### src/design/paging_consts.vh
// Purpose: Constants for data-space paging and nonvolatile memory control
// Assumes: 8-bit data space addresses, 8-bit data
// Notes:   Definitions only
`ifndef PAGING_CONSTS_VH
`define PAGING_CONSTS_VH

// ----------------------------------------------------------------
// Register addresses
// ----------------------------------------------------------------
`define ADDR_ROM_WINDOW     8'hC9
`define ADDR_BANK_SELECT    8'hE8
`define ADDR_NV_CONTROL     8'hEA

// ----------------------------------------------------------------
// Data-space regions
// ----------------------------------------------------------------
`define PAGED_TOP           2'h0
`define WINDOW_TOP          2'h1

// ----------------------------------------------------------------
// Bank select fields
// ----------------------------------------------------------------
`define BANK_RAM_PAGE2_BIT  4
`define BANK_NV_PAGE0_BIT   0
`define BANK_RAM_PAGE2_VAL  8'h10
`define BANK_NV_PAGE0_VAL   8'h01

// ----------------------------------------------------------------
// Control register fields and reset value
// ----------------------------------------------------------------
`define CTL_STANDBY_BIT     6
`define CTL_ROW_START_BIT   3
`define CTL_ROW_MODE_BIT    2
`define CTL_BUSY_BIT        1
`define CTL_WR_ENABLE_BIT   0
`define CTL_RESET_VAL       8'h00

// ----------------------------------------------------------------
// Geometry and timing
// ----------------------------------------------------------------
`define ROW_BYTES           8
`define WINDOW_BITS         6
`define PROG_CYCLES_DEF     1000

`endif

### src/design/data_paging_and_eeprom_ctrl.v
// Purpose: Data-space paging, ROM window and nonvolatile page write control
// Assumes: CPU data-space strobes synchronous to sys_clk_i; memories external
// Notes:
`timescale 1ns/10ps
`include "paging_consts.vh"

module data_paging_and_eeprom_ctrl #(
    parameter PROG_CYCLES = `PROG_CYCLES_DEF
) (
    input  wire        sys_clk_i,
    input  wire        nrst_i,
    // CPU data-space access
    input  wire [7:0]  cpu_addr_i,
    input  wire [7:0]  cpu_wdata_i,
    input  wire        cpu_wr_i,
    input  wire        cpu_rd_i,
    input  wire        stop_i,
    output reg  [7:0]  cpu_rdata_o,
    output wire        cpu_rdata_valid_o,
    // Program memory read port for the window
    output reg  [11:0] rom_addr_o,
    output wire        rom_rd_o,
    input  wire [7:0]  rom_data_i,
    // Extra RAM page port
    output reg  [5:0]  ram2_addr_o,
    output reg  [7:0]  ram2_wdata_o,
    output wire        ram2_wr_o,
    output wire        ram2_rd_o,
    input  wire [7:0]  ram2_rdata_i,
    // Nonvolatile page port
    output reg  [5:0]  nv_addr_o,
    output wire        nv_rd_o,
    input  wire [7:0]  nv_rdata_i,
    output reg         nv_prog_o,
    output reg  [5:0]  nv_prog_addr_o,
    output reg  [63:0] nv_prog_data_o,
    output reg  [7:0]  nv_prog_mask_o,
    output wire        nv_power_down_o
);

    // ----------------------------------------------------------------
    // Decode
    // ----------------------------------------------------------------
    localparam [15:0] PROG_LEN = PROG_CYCLES[15:0];

    localparam [2:0] ST_IDLE = 3'b001;
    localparam [2:0] ST_BYTE = 3'b010;
    localparam [2:0] ST_ROW  = 3'b100;

    reg  [5:0]  window_upper_bits;
    reg  [7:0]  bank_select_reg;
    reg         standby_bit;
    reg         row_start_bit;
    reg         row_mode_bit;
    reg         write_enable_bit;
    reg         stopped;
    reg  [2:0]  state;
    reg  [15:0] prog_cnt;
    reg  [2:0]  row_addr;
    reg         row_addr_valid;
    reg  [2:0]  rd_src;

    wire program_busy_flag = (state != ST_IDLE);
    wire in_paged   = (cpu_addr_i[7:6] == `PAGED_TOP);
    wire in_window  = (cpu_addr_i[7:6] == `WINDOW_TOP);
    wire ram2_sel   = bank_select_reg[`BANK_RAM_PAGE2_BIT];
    wire nv_sel     = bank_select_reg[`BANK_NV_PAGE0_BIT];
    wire nv_live    = nv_sel && !standby_bit && !stopped;
    wire nv_access  = in_paged && nv_live && !program_busy_flag;
    wire row_match  = !row_addr_valid || (row_addr == cpu_addr_i[5:3]);
    wire ctl_wr     = cpu_wr_i && (cpu_addr_i == `ADDR_NV_CONTROL);
    wire nv_wr      = cpu_wr_i && nv_access && write_enable_bit;
    wire byte_go    = nv_wr && !row_mode_bit;
    wire row_load   = nv_wr && row_mode_bit && row_match;
    wire ctl_take   = ctl_wr && !program_busy_flag;
    wire row_enter  = ctl_take && cpu_wdata_i[`CTL_ROW_MODE_BIT] && !row_mode_bit;
    wire row_go     = ctl_take && cpu_wdata_i[`CTL_ROW_START_BIT]
                      && cpu_wdata_i[`CTL_WR_ENABLE_BIT]
                      && cpu_wdata_i[`CTL_ROW_MODE_BIT] && row_mode_bit;
    wire [63:0] row_data;
    wire [7:0]  row_used;

    // ----------------------------------------------------------------
    // Row latches
    // ----------------------------------------------------------------
    row_latch_bank #(
        .ROW_BYTES (`ROW_BYTES)
    ) u_rows (
        .sys_clk_i   (sys_clk_i),
        .nrst_i      (nrst_i),
        .clear_i     (row_enter),
        .load_i      (row_load),
        .load_idx_i  (cpu_addr_i[2:0]),
        .load_data_i (cpu_wdata_i),
        .row_data_o  (row_data),
        .row_used_o  (row_used)
    );

    // ----------------------------------------------------------------
    // Window and bank registers (no reset: contents undefined)
    // ----------------------------------------------------------------
    always @(posedge sys_clk_i) begin
        if (cpu_wr_i && (cpu_addr_i == `ADDR_ROM_WINDOW)) begin
            window_upper_bits <= cpu_wdata_i[`WINDOW_BITS-1:0];
        end
        if (cpu_wr_i && (cpu_addr_i == `ADDR_BANK_SELECT)) begin
            bank_select_reg <= cpu_wdata_i;
        end
    end

    // ----------------------------------------------------------------
    // Control register and programming sequencer
    // ----------------------------------------------------------------
    always @(posedge sys_clk_i or negedge nrst_i) begin
        if (!nrst_i) begin
            standby_bit      <= 1'b0;
            row_start_bit    <= 1'b0;
            row_mode_bit     <= 1'b0;
            write_enable_bit <= 1'b0;
            stopped          <= 1'b0;
            state            <= ST_IDLE;
            prog_cnt         <= 16'h0000;
            row_addr         <= 3'h0;
            row_addr_valid   <= 1'b0;
            nv_prog_o        <= 1'b0;
            nv_prog_addr_o   <= 6'h00;
            nv_prog_data_o   <= 64'h0000000000000000;
            nv_prog_mask_o   <= 8'h00;
        end else begin
            nv_prog_o <= 1'b0;
            if (stop_i) begin
                stopped <= 1'b1;
            end else if (cpu_rd_i || cpu_wr_i) begin
                stopped <= 1'b0;
            end
            if (ctl_take) begin
                standby_bit      <= cpu_wdata_i[`CTL_STANDBY_BIT];
                write_enable_bit <= cpu_wdata_i[`CTL_WR_ENABLE_BIT];
                row_mode_bit     <= cpu_wdata_i[`CTL_ROW_MODE_BIT];
                row_start_bit    <= row_go;
                if (!cpu_wdata_i[`CTL_ROW_MODE_BIT] || row_enter) begin
                    row_addr_valid <= 1'b0;
                end
            end
            if (row_load) begin
                row_addr       <= cpu_addr_i[5:3];
                row_addr_valid <= 1'b1;
            end
            case (state)
                ST_IDLE: begin
                    if (byte_go) begin
                        state          <= ST_BYTE;
                        prog_cnt       <= PROG_LEN;
                        nv_prog_o      <= 1'b1;
                        nv_prog_addr_o <= cpu_addr_i[5:0];
                        nv_prog_data_o <= {56'h00000000000000, cpu_wdata_i};
                        nv_prog_mask_o <= 8'h01;
                    end else if (row_go) begin
                        state          <= ST_ROW;
                        prog_cnt       <= PROG_LEN;
                        nv_prog_o      <= 1'b1;
                        nv_prog_addr_o <= {row_addr, 3'h0};
                        nv_prog_data_o <= row_data;
                        nv_prog_mask_o <= row_used;
                    end
                end
                ST_BYTE, ST_ROW: begin
                    if (prog_cnt <= 16'h0001) begin
                        state <= ST_IDLE;
                        if (state == ST_ROW) begin
                            row_mode_bit   <= 1'b0;
                            row_start_bit  <= 1'b0;
                            row_addr_valid <= 1'b0;
                        end
                    end else begin
                        prog_cnt <= prog_cnt - 16'h0001;
                    end
                end
                default: begin
                    state <= ST_IDLE;
                end
            endcase
        end
    end

    // ----------------------------------------------------------------
    // Read path and memory ports
    // ----------------------------------------------------------------
    assign rom_rd_o          = cpu_rd_i && in_window;
    assign ram2_rd_o         = cpu_rd_i && in_paged && ram2_sel;
    assign ram2_wr_o         = cpu_wr_i && in_paged && ram2_sel;
    assign nv_rd_o           = cpu_rd_i && nv_access && row_match;
    assign nv_power_down_o   = standby_bit || stopped;
    assign cpu_rdata_valid_o = |rd_src;

    always @* begin
        rom_addr_o   = {window_upper_bits, cpu_addr_i[5:0]};
        ram2_addr_o  = cpu_addr_i[5:0];
        ram2_wdata_o = cpu_wdata_i;
        nv_addr_o    = cpu_addr_i[5:0];
    end

    always @(posedge sys_clk_i or negedge nrst_i) begin
        if (!nrst_i) begin
            rd_src <= 3'b000;
        end else begin
            rd_src <= {cpu_rd_i && (cpu_addr_i == `ADDR_NV_CONTROL), nv_rd_o | ram2_rd_o, rom_rd_o};
        end
    end

    // Control read shows only the busy flag; write-only bits read as zero
    always @* begin
        cpu_rdata_o = 8'h00;
        if (rd_src[0]) begin
            cpu_rdata_o = rom_data_i;
        end else if (rd_src[1]) begin
            cpu_rdata_o = nv_sel ? nv_rdata_i : ram2_rdata_i;
        end else if (rd_src[2]) begin
            cpu_rdata_o[`CTL_BUSY_BIT] = program_busy_flag;
        end
    end

endmodule

### src/design/row_latch_bank.v
// Purpose: Eight row latches with per-byte written flags for row programming
// Assumes: Single clock, asynchronous active-low reset
// Notes:   Clear has priority over load
`timescale 1ns/10ps
`include "paging_consts.vh"

module row_latch_bank #(
    parameter ROW_BYTES = `ROW_BYTES
) (
    input  wire                   sys_clk_i,
    input  wire                   nrst_i,
    input  wire                   clear_i,
    input  wire                   load_i,
    input  wire [2:0]             load_idx_i,
    input  wire [7:0]             load_data_i,
    output wire [ROW_BYTES*8-1:0] row_data_o,
    output wire [ROW_BYTES-1:0]   row_used_o
);

    genvar g;
    generate
        for (g = 0; g < ROW_BYTES; g = g + 1) begin : g_byte
            localparam [2:0] IDX = g;
            reg [7:0] data;
            reg       used;
            always @(posedge sys_clk_i or negedge nrst_i) begin
                if (!nrst_i) begin
                    data <= 8'h00;
                    used <= 1'b0;
                end else if (clear_i) begin
                    data <= 8'h00;
                    used <= 1'b0;
                end else if (load_i && (load_idx_i == IDX)) begin
                    data <= load_data_i;
                    used <= 1'b1;
                end
            end
            assign row_data_o[g*8 +: 8] = data;
            assign row_used_o[g]        = used;
        end
    endgenerate

endmodule

### config.mk
export PLATFORM = sky130hd
export DESIGN_NAME = data_paging_and_eeprom_ctrl
export DESIGN_NICKNAME = d
export VERILOG_FILES = /design/src/design/data_paging_and_eeprom_ctrl.v /design/src/design/row_latch_bank.v
export VERILOG_INCLUDE_DIRS = /design/src /design/src/design
export SDC_FILE = /design/constraint.sdc
export NUM_CORES = 1
export LEC_CHECK = 0
export BUFFER_PORTS_ARGS = -buffer_cell sky130_fd_sc_hd__buf_2
export CAP_MARGIN = 20
export CORE_MARGIN = 3
export CORE_UTILIZATION = 50
export DETAILED_ROUTE_END_ITERATION = 12
export PLACE_DENSITY = 0.84
export SETUP_SLACK_MARGIN = 0.4
export SKIP_CTS_REPAIR_TIMING = 1
export SYNTH_ARGS = -nofsm -noshare
export SYNTH_HDL_FRONTEND = slang
export SYNTH_SLANG_ARGS = --single-unit
### constraint.sdc
create_clock -name sys_clk_i -period 2.4 [get_ports sys_clk_i]
set_input_delay 0.12 -clock sys_clk_i [delete_from_list [all_inputs] [get_ports sys_clk_i]]
set_output_delay 0.12 -clock sys_clk_i [all_outputs]
set_load 0.1 [all_outputs]
After elaboration in Yosys (flattened, before gate mapping)
Index checks and enable logic that the tools add are counted.
{ "word_totals": {"ff_bits": 192, "elab_cells": 183} }
{ "op_classes": {"add_sub_neg": 1, "n_lt_le_gt_ge": 1, "eq_ne": 19, "muxes": 67, "bitwise_logic": 1, "reduce_logical": 63} }
{ "op_table": {"columns": ["cell", "n"], "rows": [
  ["2-to-1 mux 8 bit", 20],
  ["2-to-1 mux 64 bit", 2],
  ["2-to-1 mux 16 bit", 3],
  ["logical AND 1 bit", 35],
  ["2-to-1 mux 1 bit", 34],
  ["one-hot mux 16 bit (2 select lines)", 1],
  ["equality test 8 bit (second input constant)", 3],
  ["nonzero test 2 bit", 11],
  ["2-to-1 mux 6 bit", 3],
  ["less-or-equal comparator 16 x 1 -> 1 bit (second input constant)", 1],
  ["subtractor 16 x 1 -> 16 bit (second input constant)", 1],
  ["equality test 3 bit (second input constant)", 5],
  ["equality test 3 x 2 -> 1 bit (second input constant)", 3],
  ["2-to-1 mux 3 bit", 3],
  ["equality test 3 x 1 -> 1 bit (second input constant)", 2],
  ["zero test 1 bit", 6],
  ["one-hot mux 3 bit (2 select lines)", 1],
  ["logical OR 1 bit", 4],
  ["!= test 2 bit (second input constant)", 2],
  ["AND reduction 2 bit", 2],
  ["equality test 3 bit", 1],
  ["zero test 3 bit", 1],
  ["!= test 3 x 1 -> 1 bit (second input constant)", 1],
  ["!= test 3 bit (second input constant)", 1],
  ["other kinds (6)", 6]
]} }

Longest topological paths before layout
{ "logic_depth": {"ltp_word": 13, "ltp_mapped": 8, "ltp_nobuf": 6} }

By module
A second synthesis with hierarchy kept.
{ "hier_totals": {"hier_cells": 700, "hier_area_um2": 8385.5} }
{ "modules_own_cells": {"columns": ["mod", "n_inst", "cells_each", "area_per_inst_um2", "seq_area_each_um2"], "rows": [
  ["data_paging_and_eeprom_ctrl", 1, 431, 5136.2, 2969.1],
  ["row_latch_bank", 1, 269, 3249.4, 1801.7]
]} }

Worst setup path before layout
Ideal clock, no wire load.
{ "synth_path": {"path_kind": "register -> output", "startpoint": "register bank_select_reg[0]", "endpoint": "output cpu_rdata_o[6]", "t_arrival_ns": 2.782, "required_time_ns": 2.280, "slack_ns": -0.502, "path_stages_with_launch": 4, "n_path_buf": 1, "cell_sequence": "edfxtp_1 buf_2 mux2i_1 o21ai_0"} }
{ "synth_via": {"elab_chain_len": 3} }
{ "synth_lines": {"columns": ["item", "line_no", "source"], "rows": [
  ["from (decl)", "data_paging_and_eeprom_ctrl.v:51", "reg [7:0] bank_select_reg;"],
  ["from (signal assigned)", "data_paging_and_eeprom_ctrl.v:107", "bank_select_reg <= cpu_wdata_i;"],
  ["2-to-1 mux 8 bit", "data_paging_and_eeprom_ctrl.v:217", "cpu_rdata_o = nv_sel ? nv_rdata_i : ram2_rdata_i;"],
  ["2-to-1 mux 6 bit", "data_paging_and_eeprom_ctrl.v:216", "end else if (rd_src[1]) begin"],
  ["2-to-1 mux 8 bit", "data_paging_and_eeprom_ctrl.v:214", "if (rd_src[0]) begin"],
  ["to (decl)", "data_paging_and_eeprom_ctrl.v:18", "output reg [7:0] cpu_rdata_o,"]
]} }
No other way between the ends.

Worst setup path in the final report
{ "layout_path": {"startpoint": "register state[0]", "endpoint": "register u_rows.g_byte[7].data[4]"} }
{ "layout_via": {"elab_chain_len": 9, "word_cells_on_any_way": 13, "cone_classes": "eq/ne: 1; mux: 1; reduce/logical: 11"} }
{ "layout_lines": {"columns": ["item", "line_no", "source"], "rows": [
  ["from (decl)", "data_paging_and_eeprom_ctrl.v:57", "reg [2:0] state;"],
  ["from (signal assigned)", "data_paging_and_eeprom_ctrl.v:121", "state <= ST_IDLE;"],
  ["from (signal assigned)", "data_paging_and_eeprom_ctrl.v:152", "state <= ST_BYTE;"],
  ["from (signal assigned)", "data_paging_and_eeprom_ctrl.v:159", "state <= ST_ROW;"],
  ["!= test 3 x 1 -> 1 bit *", "data_paging_and_eeprom_ctrl.v:63", "wire program_busy_flag = (state != ST_IDLE);"],
  ["zero test 1 bit *", "data_paging_and_eeprom_ctrl.v:69, data_paging_and_eeprom_ctrl.v:75", null],
  ["logical AND 1 bit", "data_paging_and_eeprom_ctrl.v:69", "wire nv_access = in_paged && nv_live && !program_busy_flag;"],
  ["logical AND 1 bit (2 in series)", "data_paging_and_eeprom_ctrl.v:72", "wire nv_wr = cpu_wr_i && nv_access && write_enable_bit;"],
  ["logical AND 1 bit (2 in series)", "data_paging_and_eeprom_ctrl.v:74", "wire row_load = nv_wr && row_mode_bit && row_match;"],
  ["logical AND 1 bit", "row_latch_bank.v:33", "end else if (load_i && (load_idx_i == IDX)) begin"],
  ["nonzero test 2 bit (no line)", null, null],
  ["to (signal assigned)", "row_latch_bank.v:34", "data <= load_data_i;"],
  ["to (decl)", "row_latch_bank.v:24", "reg [7:0] data;"]
]} }
Every way passes the cells marked *; elsewhere a longest branch is shown, timed or not.
A chain may end at the register's enable or synchronous reset.

==> metrics.txt <==
# TYPE chip_impl_metric gauge
chip_impl_metric{name="rows",unit=""} 48
chip_impl_metric{name="clock-sinks",unit=""} 189
chip_impl_metric{name="final-max-slew-violation-count",unit=""} 0
chip_impl_metric{name="synthesized_area_fraction_occupied_by_adder_cells",unit=""} 0.00278
chip_impl_metric{name="drtAntennaViolNets",unit=""} 0
chip_impl_metric{name="final_util",unit=""} 0.670
chip_impl_metric{name="synth_simple_gate_area_share",unit=""} 0.143
chip_impl_metric{name="regToRegSetupSlack",unit="ns"} -0.04
chip_impl_metric{name="chipHeight",unit="µm"} 140
chip_impl_metric{name="maximum_capacitance_violations",unit=""} 0
chip_impl_info{name="layout.cells.most_common",value="sky130_fd_sc_hd__dfrtp_1"} 1
chip_impl_metric{name="cts.clk_slew.worst_paths",unit="ns"} 0.07
chip_impl_metric{name="dr.pass1.iters",unit=""} 7
chip_impl_metric{name="fin_area",unit="mm²"} 0.0117
chip_impl_metric{name="design.core.area",unit="mm²"} 0.0175
chip_impl_metric{name="drt-total-wl",unit="mm"} 30.3
chip_impl_metric{name="placed_cell_area",unit="mm²"} 0.0101
chip_impl_info{name="synth_top_family_by_area",value="compound AO/OA/AOI/OAI gates"} 1
chip_impl_info{name="tritoncts_clock_tree",value="yes"} 1
chip_impl_metric{name="clock_path_buffers",unit=""} 2
chip_impl_metric{name="die_w",unit="µm"} 140
chip_impl_metric{name="power.density_cell_area",unit="mW/mm²"} 606
chip_impl_metric{name="avgViaCountPerCell",unit=""} 6.57
chip_impl_metric{name="n_antenna_cell",unit=""} 0
chip_impl_metric{name="required_time_at_the_worst_slack_endpoint",unit="ns"} 2.71
chip_impl_metric{name="clk-insertion-delay-late",unit="ns"} 0.45
chip_impl_metric{name="leakagePower",unit="µW"} 0.00616
chip_impl_metric{name="setup_violations",unit=""} 1
chip_impl_info{name="ctsRootBufferMaster",value="sky130_fd_sc_hd__clkbuf_16"} 1
chip_impl_metric{name="final_nets",unit=""} 1092
chip_impl_metric{name="dr_total_vias",unit=""} 8424
chip_impl_metric{name="finalWorstPathRequiredPeriod",unit="ns"} 2.44
chip_impl_metric{name="power.share.sequential",unit=""} 0.459
chip_impl_metric{name="proportion_of_synthesized_area_in_mux_cells",unit=""} 0.0915
chip_impl_metric{name="numPortBuffers",unit=""} 169
chip_impl_metric{name="share_clk_of_total_power",unit=""} 0.439
chip_impl_info{name="worst-setup-path-type",value="flop to flop"} 1
chip_impl_metric{name="count_of_cell_types_in_the_netlist",unit=""} 58
chip_impl_info{name="dominantRegCellSynth",value="sky130_fd_sc_hd__dfrtp_1"} 1
chip_impl_metric{name="grt_antenna_before_repair",unit=""} 0
chip_impl_metric{name="ys_seq_area_frac",unit=""} 0.529
chip_impl_metric{name="worst_ir_drop_vdd",unit="V"} 0.000620
chip_impl_info{name="status",value="complete, but fails checks"} 1
chip_impl_info{name="rsz0062_at_grt",value="yes"} 1
chip_impl_metric{name="first_global_vias",unit=""} 7257
chip_impl_metric{name="top_level_ports",unit=""} 170
chip_impl_metric{name="number_of_standard_cells_after_synthesis",unit=""} 886
chip_impl_metric{name="xor_xnor_share_of_the_synthesized_area",unit=""} 0.00486
chip_impl_metric{name="yosys_register_bits",unit=""} 189
chip_impl_metric{name="place_worst_setup_slack",unit="ns"} 0.0986
chip_impl_info{name="setup.worst_path.start_class",value="flop"} 1
chip_impl_metric{name="instances_no_fill",unit=""} 1283
chip_impl_metric{name="worst_ep_arrival_time",unit="ns"} 2.75
chip_impl_metric{name="fin_crit_sh",unit=""} 1.02
chip_impl_metric{name="tightest_slew",unit="ns"} 0.850
chip_impl_metric{name="dp.final_hpwl",unit="mm"} 15.7
chip_impl_metric{name="synth_compound_area_frac",unit=""} 0.164
chip_impl_metric{name="fin_skew",unit="ns"} 0.00780
chip_impl_metric{name="synth_edf_count",unit=""} 8
chip_impl_info{name="violations",value="negative setup slack"} 1
chip_impl_metric{name="largest_net_degree_at_the_start_of_global_routing",unit=""} 111
chip_impl_metric{name="synthesis.area_per_instance",unit="µm²"} 10.2
chip_impl_metric{name="syn_area",unit="mm²"} 0.00901
chip_impl_metric{name="place_inst",unit=""} 1210
chip_impl_metric{name="share_of_post_route_cells_with_drive_strength_above_1",unit=""} 0.322
chip_impl_metric{name="max_slew_margin",unit=""} 0.433
chip_impl_metric{name="syn_nets",unit=""} 933
chip_impl_metric{name="gr-usage-all-layers",unit=""} 0.247
chip_impl_metric{name="post-route-worst-setup-slack",unit="ns"} -0.0407
chip_impl_metric{name="first_pass_grt_wire_length",unit="mm"} 39.4
chip_impl_metric{name="gr-total-overflow",unit=""} 0
chip_impl_metric{name="worstPathMaxFanout",unit=""} 8
chip_impl_info{name="top_regs",value="nv_prog_data_o: 64 flops, u_rows.g_byte.data: 64 flops, prog_cnt: 16 flops"} 1
chip_impl_metric{name="fmax",unit="MHz"} 410
chip_impl_metric{name="sw_frac_of_total",unit=""} 0.270
chip_impl_metric{name="globalplace.congestion",unit=""} 0.856
chip_impl_metric{name="ys_async_sr_fraction",unit=""} 0.958
chip_impl_metric{name="synthesis.yosys.warnings",unit=""} 0
chip_impl_metric{name="initial_utilization",unit=""} 0.516
chip_impl_metric{name="hold_viol",unit=""} 0
chip_impl_metric{name="intPower",unit="µW"} 5180
chip_impl_metric{name="htreeDepth",unit=""} 4
chip_impl_metric{name="net_switching_component_of_the_power",unit="µW"} 1920
chip_impl_metric{name="avgRoutedWirePerCell",unit="µm"} 23.6
chip_impl_metric{name="power_frac_comb",unit=""} 0.102
chip_impl_info{name="layout_common_cells",value="sky130_fd_sc_hd__dfrtp_1 (179), sky130_fd_sc_hd__buf_2 (159), sky130_fd_sc_hd__nand2_1 (84)"} 1
chip_impl_info{name="cp-end-kind",value="flop"} 1
chip_impl_metric{name="total_power",unit="µW"} 7090
chip_impl_metric{name="post_route_drc",unit=""} 0
chip_impl_metric{name="initialDrtViolationCount",unit=""} 1134
chip_impl_metric{name="flow.area_growth_from_synthesis",unit="%"} 29.9
chip_impl_metric{name="cts_made_buffers",unit=""} 17
chip_impl_info{name="worstHoldPathType",value="input pin to flop"} 1
chip_impl_metric{name="fp.dieArea",unit="mm²"} 0.0197
cells by family after synthesis:
group	Yosys count
AND/OR/NAND/NOR	252
buffers and inverters	120
flip-flops	189
XOR/XNOR	5
multiplexers	82
AO/OA/AOI/OAI	236
adder cells (fa/ha/maj)	2
metrics by stage:
step                TNS (ns)  hold WS, ns
floorplan                  0       -0.176
global placement           0       0.0499
detailed placement         0       0.0480
CTS                        0       -0.417
global route         -0.0703      0.00694
finish               -0.0407      0.00417
synthesized netlist by cell type, types with 5 or more instances:
| cell | n | area, µm² |
|---|---|---|
| sky130_fd_sc_hd__inv_1 | 18 | 67.6 |
| sky130_fd_sc_hd__and3_1 | 5 | 31.3 |
| sky130_fd_sc_hd__or4_1 | 15 | 113 |
| sky130_fd_sc_hd__edfxtp_1 | 8 | 240 |
| sky130_fd_sc_hd__o21ai_2 | 9 | 78.8 |
| sky130_fd_sc_hd__nand2_1 | 88 | 330 |
| sky130_fd_sc_hd__a21oi_1 | 26 | 130 |
| sky130_fd_sc_hd__nor2_1 | 26 | 97.6 |
| sky130_fd_sc_hd__nand4_1 | 14 | 87.6 |
| sky130_fd_sc_hd__buf_4 | 26 | 195 |
| sky130_fd_sc_hd__o211ai_1 | 74 | 556 |
| sky130_fd_sc_hd__nand3_1 | 60 | 300 |
| sky130_fd_sc_hd__clkbuf_1 | 56 | 210 |
| sky130_fd_sc_hd__mux2i_1 | 79 | 791 |
| sky130_fd_sc_hd__or3_1 | 6 | 37.5 |
| sky130_fd_sc_hd__o21a_1 | 12 | 90.1 |
| sky130_fd_sc_hd__dfrtp_1 | 180 | 4500 |
| sky130_fd_sc_hd__nor3_1 | 6 | 30.0 |
| sky130_fd_sc_hd__buf_2 | 14 | 70.1 |
| sky130_fd_sc_hd__o21ai_0 | 95 | 475 |
critical path: stages, from the launching register on:
cell                        delay [ns]
sky130_fd_sc_hd__dfstp_2          0.54
sky130_fd_sc_hd__or3b_4           0.38
sky130_fd_sc_hd__or4_4            0.46
sky130_fd_sc_hd__buf_12           0.17
sky130_fd_sc_hd__buf_8            0.13
sky130_fd_sc_hd__clkbuf_16        0.16
sky130_fd_sc_hd__o21ai_0          0.31
sky130_fd_sc_hd__mux2i_1          0.15
final timing paths:
path | end | cells past startpoint | startpoint
max in group asynchronous | state[0] | 3 | nrst_i
max | u_rows.g_byte[7].data[4] | 7 | state[0]
max reg2reg | u_rows.g_byte[7].data[4] | 7 | state[0]
min reg2reg | nv_prog_data_o[11] | 2 | u_rows.g_byte[1].data[3]
min in group asynchronous | nv_prog_data_o[23] | 2 | nrst_i
min | nv_prog_data_o[7] | 3 | cpu_wdata_i[7]
power groups by stage:
| stage | clock network [µW] | logic [µW] | registers [µW] |
|---|---|---|---|
| CTS | 3120 | 666 | 3250 |
| detailed placement | 0 | 663 | 3310 |
| floorplan | 0 | 397 | 3380 |
| global route | 3260 | 747 | 3260 |
| global placement | 0 | 657 | 3310 |
| finish | 3120 | 720 | 3250 |
final cells by class:
class                      count  area, µm²
fill                        1162       5770
sequential                   189       4770
multi-input combinational    577       3990
timing repair buffer         242       1950
clock buffer                  18        439
tap                          225        282
clock inverter                14        201
inverter                      18       67.6
metal layers:
| metal | routed length (µm) | GRT usage |
|---|---|---|
| met3 | 2610 | 0.0475 |
| met1 | 11500 | 0.350 |
| met2 | 14700 | 0.382 |
| met5 | 0 | 0 |
| met4 | 1430 | 0.0852 |
(Power assumes the default switching activity.)
